[src/rtl/sdim_pkg.sv]
// Package for the SD host interrupt masking block: map, fields, types
package sdim_pkg;

    // ****************************************************************
    // Register byte offsets
    // ****************************************************************
    localparam logic [7:0] OFS_FLAG_EN = 8'h00;
    localparam logic [7:0] OFS_SIG_EN = 8'h04;
    localparam logic [7:0] OFS_INT_STAT = 8'h08;
    localparam logic [7:0] OFS_STOPCMD = 8'h0C;
    localparam logic [7:0] OFS_CAPS = 8'h10;

    // ****************************************************************
    // Field positions and masks
    // ****************************************************************
    localparam int BIT_ADMA_ERR = 25;
    localparam int BIT_STOPCMD_ERR = 24;
    localparam int BIT_SUMMARY = 15;
    localparam int BIT_CARD_IRQ = 8;
    localparam logic [31:0] ERR_MASK = 32'h03FF_0000;
    localparam logic [31:0] FLAG_EN_WMASK = 32'h03FF_00FF;
    localparam logic [31:0] SIG_EN_WMASK = 32'h03FF_01FF;
    localparam logic [31:0] STAT_MASK = 32'h03FF_01FF;
    localparam logic [31:0] STOPCMD_MASK = 32'h0000_009F;
    localparam int CAP_VOLT_BIT = 24;
    localparam int CAP_SRESUME_BIT = 23;
    localparam int CAP_HISPEED_BIT = 21;
    localparam int CAP_ADMA2_BIT = 19;
    localparam int CAP_MAX_BLOCK_LEN_LSB = 16;
    localparam int CAP_BASECLK_LSB = 8;
    localparam int CAP_TOCLKU_BIT = 7;

    // ****************************************************************
    // Reset values
    // ****************************************************************
    localparam logic [31:0] FLAG_EN_RST = 32'h0000_0000;
    localparam logic [31:0] SIG_EN_RST = 32'h0000_00FF;
    localparam logic [31:0] STAT_RST = 32'h0000_0000;
    localparam logic [31:0] STOPCMD_RST = 32'h0000_0000;

    // ****************************************************************
    // Types
    // ****************************************************************
    typedef struct packed {
        logic cmd_not_issued_err;
        logic stopcmd_index_err;
        logic stopcmd_endbit_err;
        logic stopcmd_crc_err;
        logic stopcmd_timeout_err;
        logic stopcmd_not_run;
    } sdim_stopcmd_t;

    typedef enum logic [3:0] {
        ST_IDLE = 4'h1,
        ST_WRITE = 4'h2,
        ST_RD_WAIT = 4'h4,
        ST_RD_DATA = 4'h8
    } sdim_bus_state_t;

endpackage : sdim_pkg

[src/rtl/sdim_top.sv]
// SD host interrupt masking, stop-command status and capabilities
`timescale 1ns/10ps

// Functional notes
// - ADMA error flag sets only while flag-enable bit 25 is one.
// - Stop-command error flag sets only while flag-enable bit 24 is one.
// - Bits 23..20 gate current-limit, data end-bit, CRC, time-out flags.
// - Bits 19..16 gate command index, end-bit, CRC, time-out flags.
// - Card interrupt flag gated by bit 8, which is read-only zero.
// - Bit 7 gates card removal, bit 6 gates card insertion.
// - Bit 5 gates buffer-read-ready, bit 4 gates buffer-write-ready.
// - Bits 3..0 gate DMA, block-gap, transfer-done, command-done flags.
// - Flag-enable bit 15 is read-only zero.
// - Signal-enable bits 25..16 gate each error onto the interrupt.
// - Signal enables bits 8..0 for events; bits 7..0 reset to one.
// - Bits 31..26 and 14..9 of both enables read zero, ignore writes.
// - Stop status bit 7 shows a command not issued by stop error.
// - Stop status bit 4 shows a stop-command index error.
// - Stop status bit 3 shows a stop-command end-bit error.
// - Stop status bit 2 shows a stop-command response CRC error.
// - Stop status bit 1 shows a stop-command response time-out.
// - Stop status bit 0 set when not executed, clear when executed.
// - Stop status is read-only, hardware cleared, reset zero, gaps zero.
// - Capability field reports maximum block length, 11 reserved.
// - Error summary bit 15 set while any error flag is set.
module sdim_top
    import sdim_pkg::*;
#(
    parameter bit CAP_SRESUME = 1'b0,
    parameter bit CAP_HISPEED = 1'b1,
    parameter bit CAP_ADMA2 = 1'b1,
    parameter logic [1:0] CAP_MAX_BLOCK_LEN = 2'h0,
    parameter logic [5:0] CAP_BASECLK = 6'h32,
    parameter bit CAP_TOCLK_KHZ = 1'b0,
    parameter logic [5:0] CAP_TOCLK_FREQ = 6'h01
) (
    // Clock and reset
    input wire logic hclk,
    input wire logic hresetn,
    // AHB-Lite slave
    input wire logic hsel,
    input wire logic [31:0] haddr,
    input wire logic [1:0] htrans,
    input wire logic hwrite,
    input wire logic [2:0] hsize,
    input wire logic [31:0] hwdata,
    input wire logic hready,
    output logic hreadyout,
    output logic hresp,
    output logic [31:0] hrdata,
    // Event pulses from the command and data engines
    input wire logic [31:0] evt_set,
    input wire sdim_stopcmd_t stopcmd_in,
    // Interrupt to the system
    output logic irq
);

    // ****************************************************************
    // Bus front end
    // ****************************************************************
    sdim_bus_state_t state_r;
    sdim_bus_state_t state_nxt;
    logic [7:0] addr_r;
    logic [31:0] flag_en_r;
    logic [31:0] sig_en_r;
    logic [31:0] stat_r;
    logic [31:0] stopcmd_r;
    logic [31:0] caps;
    logic [31:0] stat_view;
    logic [31:0] rd_val;
    logic [31:0] hrdata_r;
    logic take;
    logic wr_now;
    logic [31:0] stat_clr;
    logic [31:0] stat_set;

    assign take = hsel & htrans[1] & hready;

    always_comb begin
        state_nxt = state_r;
        unique case (state_r)
            ST_IDLE, ST_WRITE, ST_RD_DATA: begin
                if (take) begin
                    state_nxt = hwrite ? ST_WRITE : ST_RD_WAIT;
                end else begin
                    state_nxt = ST_IDLE;
                end
            end
            ST_RD_WAIT: begin
                state_nxt = ST_RD_DATA;
            end
            default: begin
                state_nxt = ST_IDLE;
            end
        endcase
    end

    always_ff @(posedge hclk or negedge hresetn) begin
        if (!hresetn) begin
            state_r <= ST_IDLE;
        end else begin
            state_r <= state_nxt;
        end
    end

    always_ff @(posedge hclk or negedge hresetn) begin
        if (!hresetn) begin
            addr_r <= 8'h00;
        end else if (take) begin
            addr_r <= {haddr[7:2], 2'h0};
        end
    end

    // One wait state on reads so a write just before is always seen
    assign hreadyout = (state_r != ST_RD_WAIT);
    assign hresp = 1'b0;
    assign wr_now = (state_r == ST_WRITE);

    // ****************************************************************
    // Enable registers
    // ****************************************************************
    always_ff @(posedge hclk or negedge hresetn) begin
        if (!hresetn) begin
            flag_en_r <= FLAG_EN_RST;
        end else if (wr_now && addr_r == OFS_FLAG_EN) begin
            flag_en_r <= hwdata & FLAG_EN_WMASK;
        end
    end

    always_ff @(posedge hclk or negedge hresetn) begin
        if (!hresetn) begin
            sig_en_r <= SIG_EN_RST;
        end else if (wr_now && addr_r == OFS_SIG_EN) begin
            sig_en_r <= hwdata & SIG_EN_WMASK;
        end
    end

    // ****************************************************************
    // Interrupt status flags
    // ****************************************************************
    // Write one to clear; an event in the same cycle wins the clear
    assign stat_clr = (wr_now && addr_r == OFS_INT_STAT) ? hwdata : 32'h0;
    // Flag enable gates the setting, never clears a flag already set
    assign stat_set = evt_set & flag_en_r
                    & STAT_MASK;

    always_ff @(posedge hclk or negedge hresetn) begin
        if (!hresetn) begin
            stat_r <= STAT_RST;
        end else begin
            stat_r <= ((stat_r & ~stat_clr) | stat_set) & STAT_MASK;
        end
    end

    always_comb begin
        stat_view = stat_r;
        stat_view[BIT_SUMMARY] = |(stat_r & ERR_MASK);
    end

    // Both enables must be set for a flag to reach the interrupt line
    assign irq = |(stat_r & flag_en_r & sig_en_r);

    // ****************************************************************
    // Stop-command status, follows the command engine
    // ****************************************************************
    always_ff @(posedge hclk or negedge hresetn) begin
        if (!hresetn) begin
            stopcmd_r <= STOPCMD_RST;
        end else begin
            stopcmd_r <= {24'h0, stopcmd_in.cmd_not_issued_err, 2'h0,
                          stopcmd_in.stopcmd_index_err,
                          stopcmd_in.stopcmd_endbit_err,
                          stopcmd_in.stopcmd_crc_err,
                          stopcmd_in.stopcmd_timeout_err,
                          stopcmd_in.stopcmd_not_run};
        end
    end

    // ****************************************************************
    // Capabilities, fixed at build time
    // ****************************************************************
    always_comb begin
        caps = 32'h0;
        caps[CAP_VOLT_BIT] = 1'b1;
        caps[CAP_SRESUME_BIT] = CAP_SRESUME;
        caps[CAP_HISPEED_BIT] = CAP_HISPEED;
        caps[CAP_ADMA2_BIT] = CAP_ADMA2;
        caps[CAP_MAX_BLOCK_LEN_LSB +: 2] = CAP_MAX_BLOCK_LEN;
        caps[CAP_BASECLK_LSB +: 6] = CAP_BASECLK;
        caps[CAP_TOCLKU_BIT] = CAP_TOCLK_KHZ;
        caps[5:0] = CAP_TOCLK_FREQ;
    end

    // ****************************************************************
    // Read path
    // ****************************************************************
    always_comb begin
        unique case (addr_r)
            OFS_FLAG_EN: rd_val = flag_en_r;
            OFS_SIG_EN: rd_val = sig_en_r;
            OFS_INT_STAT: rd_val = stat_view;
            OFS_STOPCMD: rd_val = stopcmd_r & STOPCMD_MASK;
            OFS_CAPS: rd_val = caps;
            default: rd_val = 32'h0;
        endcase
    end

    always_ff @(posedge hclk or negedge hresetn) begin
        if (!hresetn) begin
            hrdata_r <= 32'h0;
        end else if (state_r == ST_RD_WAIT) begin
            hrdata_r <= rd_val;
        end
    end

    assign hrdata = hrdata_r;
endmodule : sdim_top

[config.mk]
export PLATFORM = sky130hd
export DESIGN_NAME = sdim_top
export DESIGN_NICKNAME = d
export VERILOG_FILES = /design/src/rtl/sdim_pkg.sv /design/src/rtl/sdim_top.sv
export SDC_FILE = /design/constraint.sdc
export NUM_CORES = 1
export LEC_CHECK = 0
export BUFFER_PORTS_ARGS = -buffer_cell sky130_fd_sc_hd__buf_2
export CORE_MARGIN = 4
export CORE_UTILIZATION = 55
export CTS_BUF_LIST = sky130_fd_sc_hd__clkbuf_8
export DETAILED_ROUTE_END_ITERATION = 10
export GPL_ROUTABILITY_DRIVEN = 1
export PLACE_DENSITY = 0.87
export SYNTH_ARGS = -nofsm -noshare
export SYNTH_HDL_FRONTEND = slang
export SYNTH_SLANG_ARGS = --single-unit
[constraint.sdc]
create_clock -name hclk -period 4.8 [get_ports hclk]
set_input_delay 0.48 -clock hclk [delete_from_list [all_inputs] [get_ports hclk]]
set_output_delay 0.48 -clock hclk [all_outputs]
set_load 0.01 [all_outputs]
==> run metrics <==
status=completed; Tmin final=2.587 ns; CP Capture Type=flip-flop; count leader, synth=dfrtp_1; GR Util All Layers=21.70%; post-synthesis compound-gate area fraction=12.14%; vias in the first global route=2979; 1st-iter DRT viols=161; Crit path max-delay family=simple AND/OR/NAND/NOR gates; Clock Path Buffers=2; fin. max-slew vios=0; Min Hold Slack=0.06430 ns; initial antenna violation count=0; worst r2r src=state_r[1]$_DFF_PN0_; simple-gate share of the synthesized area=9.409%; Post-DRT Antenna Nets=0; Avg Inst Size Synth=13.09 sq um; Rel. slew slack=30.96%; Critical Path Fanout Max=25; DIE HEIGHT=95.55 um; vias per inst=5.796; Worst-Margin Slew=1.036 ns; routed via count=2904; core box area=7370 sq um; Post-synth ARST share=100.0%; Die W=between 90 and 100 um; Worst Path Required=slightly above 5 ns; detailed placement HPWL=around 6.3 mm; Main synth FF type=dfrtp_1; Crit Path Class=reg2reg; io pins=roughly 150; post-synthesis mux area share=between 10% and 20%; Initial DRT Pass Iterations=4; Setup crit start=state_r[1]$_DFF_PN0_; CTS root buf=clkbuf_8; Yosys top cell area share=49.87%; post-synthesis instance area=4215 sq um; CP Launch Type=flip-flop; placer congestion estimate=roughly 0.78; Nets=509; # H-tree levels=3; Placement Rows=31; largest net degree at the start of global routing=58; PortBufs=79; Final setup viols=0; main combinational cell family by area after synthesis=multiplexers; die area=9129 sq um; final setup TNS=0 ns; instance area at placement=4626 sq um; crit-path cells=or4b_1 -> nor3_4 -> a32o_1; XOR/XNOR Fraction of Synth Area=less than 1%; Clk pin slew, worst setup/hold paths=0.09 ns; RSZ-0062 raised after global routing=false; YS warnings=0; Peak supply drop=0.1788 mV; DRC Markers=0; top post-synthesis cells by count=dfrtp_1 (84), a22o_1 (37), nand2_1 (28); clock tree from TritonCTS=built; Max-Cap Viols=0; Final Cycle Share=53.89%; Post-synth EDFFs=0; Initial Util=57.20%; synth unique cells=38; cts hold-fix bufs=0; Seq/Total Area, Yosys=55.48%; Clock Sinks=93; Layout Cells excl Fill=between 500 and 600; final wirelength=9.180 mm; top cells by area, synth=dfrtp_1 (50%), a22o_1 (7.7%), mux2_4 (7.1%); fin area=4851 sq um; Syn-to-layout area delta=15.08%; post-CTS setup buffers=0; n_diodes=0; type of the most critical hold path=in2async; total grt overflow=0; Num CTS Buffers=9; CP Buf/Inv Count=0; placed cells=485; fmax=386.6 MHz; Post-CTS Resized=0; Seq cells post-synth=93; Yosys top cell by area=dfrtp_1; Worst EP arrival=between 2 and 3 ns; slowest cell delay on critical path=1.00 ns; P_leak=2.355 nW; slowest CP cell=or4b_1; PD cells=341.4 nW/um^2; Gate Count Post-Synth=322; Clk Latency, worst-skew pair=0.36 ns; Adder-Cell Fraction of Synth Area=0%; layout cells sized above 1=40.55%; skew final=~0.0085 ns; Final Hold Violating Endpoints=0; first-pass GRT wire length=approximately 15 mm; Avg WL per Cell=18.32 um; FILL cells=535
## cell usage in the layout, fill, tap and decap left out, types with 5 or more instances in the layout
cell      count
mux4_2        5
nor2_1        7
clkbuf_8     11
mux2i_1       9
nand3_1      16
mux2_4       20
nand2_1      28
o21ai_0      19
dfstp_2       9
mux2_2       25
a22o_1       37
conb_1       10
buf_2        78
dfrtp_1      84
## flip-flops by register name (all words and copies together) (netlist names)
register,cells
addr_r,6
stat_r,19
sig_en_r,19
flag_en_r,18
stopcmd_r,6
state_r,4
hrdata,21
## metrics by stage
stage	setup WS, ns	util [%]	power, W
after floorplan	2.925	-	0.001011
after global placement	2.250	62.77	0.001083
after detailed placement	2.223	62.77	0.001093
after CTS	2.194	65.82	0.001663
after global routing	2.123	65.82	0.001727
final	2.213	65.82	0.001656
## final cells by class
class	count	area [sq um]	share of cell area, %
multi-input combinational	210	1739	35.85
clock buffer	11	151.4	3.121
inverter	1	3.754	0.07738
clock inverter	5	73.82	1.522
sequential	93	2338	48.21
timing repair buffer	82	420.4	8.666
tap	99	123.9	2.554
## final timing paths
path	endpoint	slack [ns]	cells after the start
max reg2reg	hrdata[15]$_DFFE_PN0P_	2.21	3
max	hrdata[15]$_DFFE_PN0P_	2.21	3
min in group hclk	stopcmd_r[3]$_DFF_PN0_	0.22	1
min reg2reg	hrdata[0]$_DFFE_PN0P_	0.50	1
min	hrdata[2]$_DFFE_PN0P_	0.06	1
max in group asynchronous	state_r[2]$_DFF_PN0_	3.68	2
## where the power goes
part	internal, W	leakage, nW	switching (W)	total (W)
logic	0.000105	1.16	0.000108	0.000212
registers	0.000822	1.08	0.0000425	0.000864
clock network	0.000318	0.121	0.000261	0.000580
total	0.00124	2.36	0.000411	0.00166
## per-layer routing
| layer | routed length (um) | track usage [%] | vias to the layer above |
|---|---|---|---|
| met1 | 4033 | 29.66 | 1455 |
| li1 | - | - | 1323 |
| met3 | 600 | 4.578 | 15 |
| met5 | 0 | 0 | - |
| met2 | 4384 | 33.82 | 111 |
| met4 | 161 | 9.005 | 0 |
## cell families (layout without fill, tap and decap cells)
family                 after synthesis  in the layout
flip-flops                          93             93
AND/OR/NAND/NOR                     72             72
AO/OA/AOI/OAI                       68             68
multiplexers                        59             59
buffers and inverters               28             99
other                                1             10
XOR/XNOR                             1              1
No activity file was read; power rests on OpenSTA's default activity.
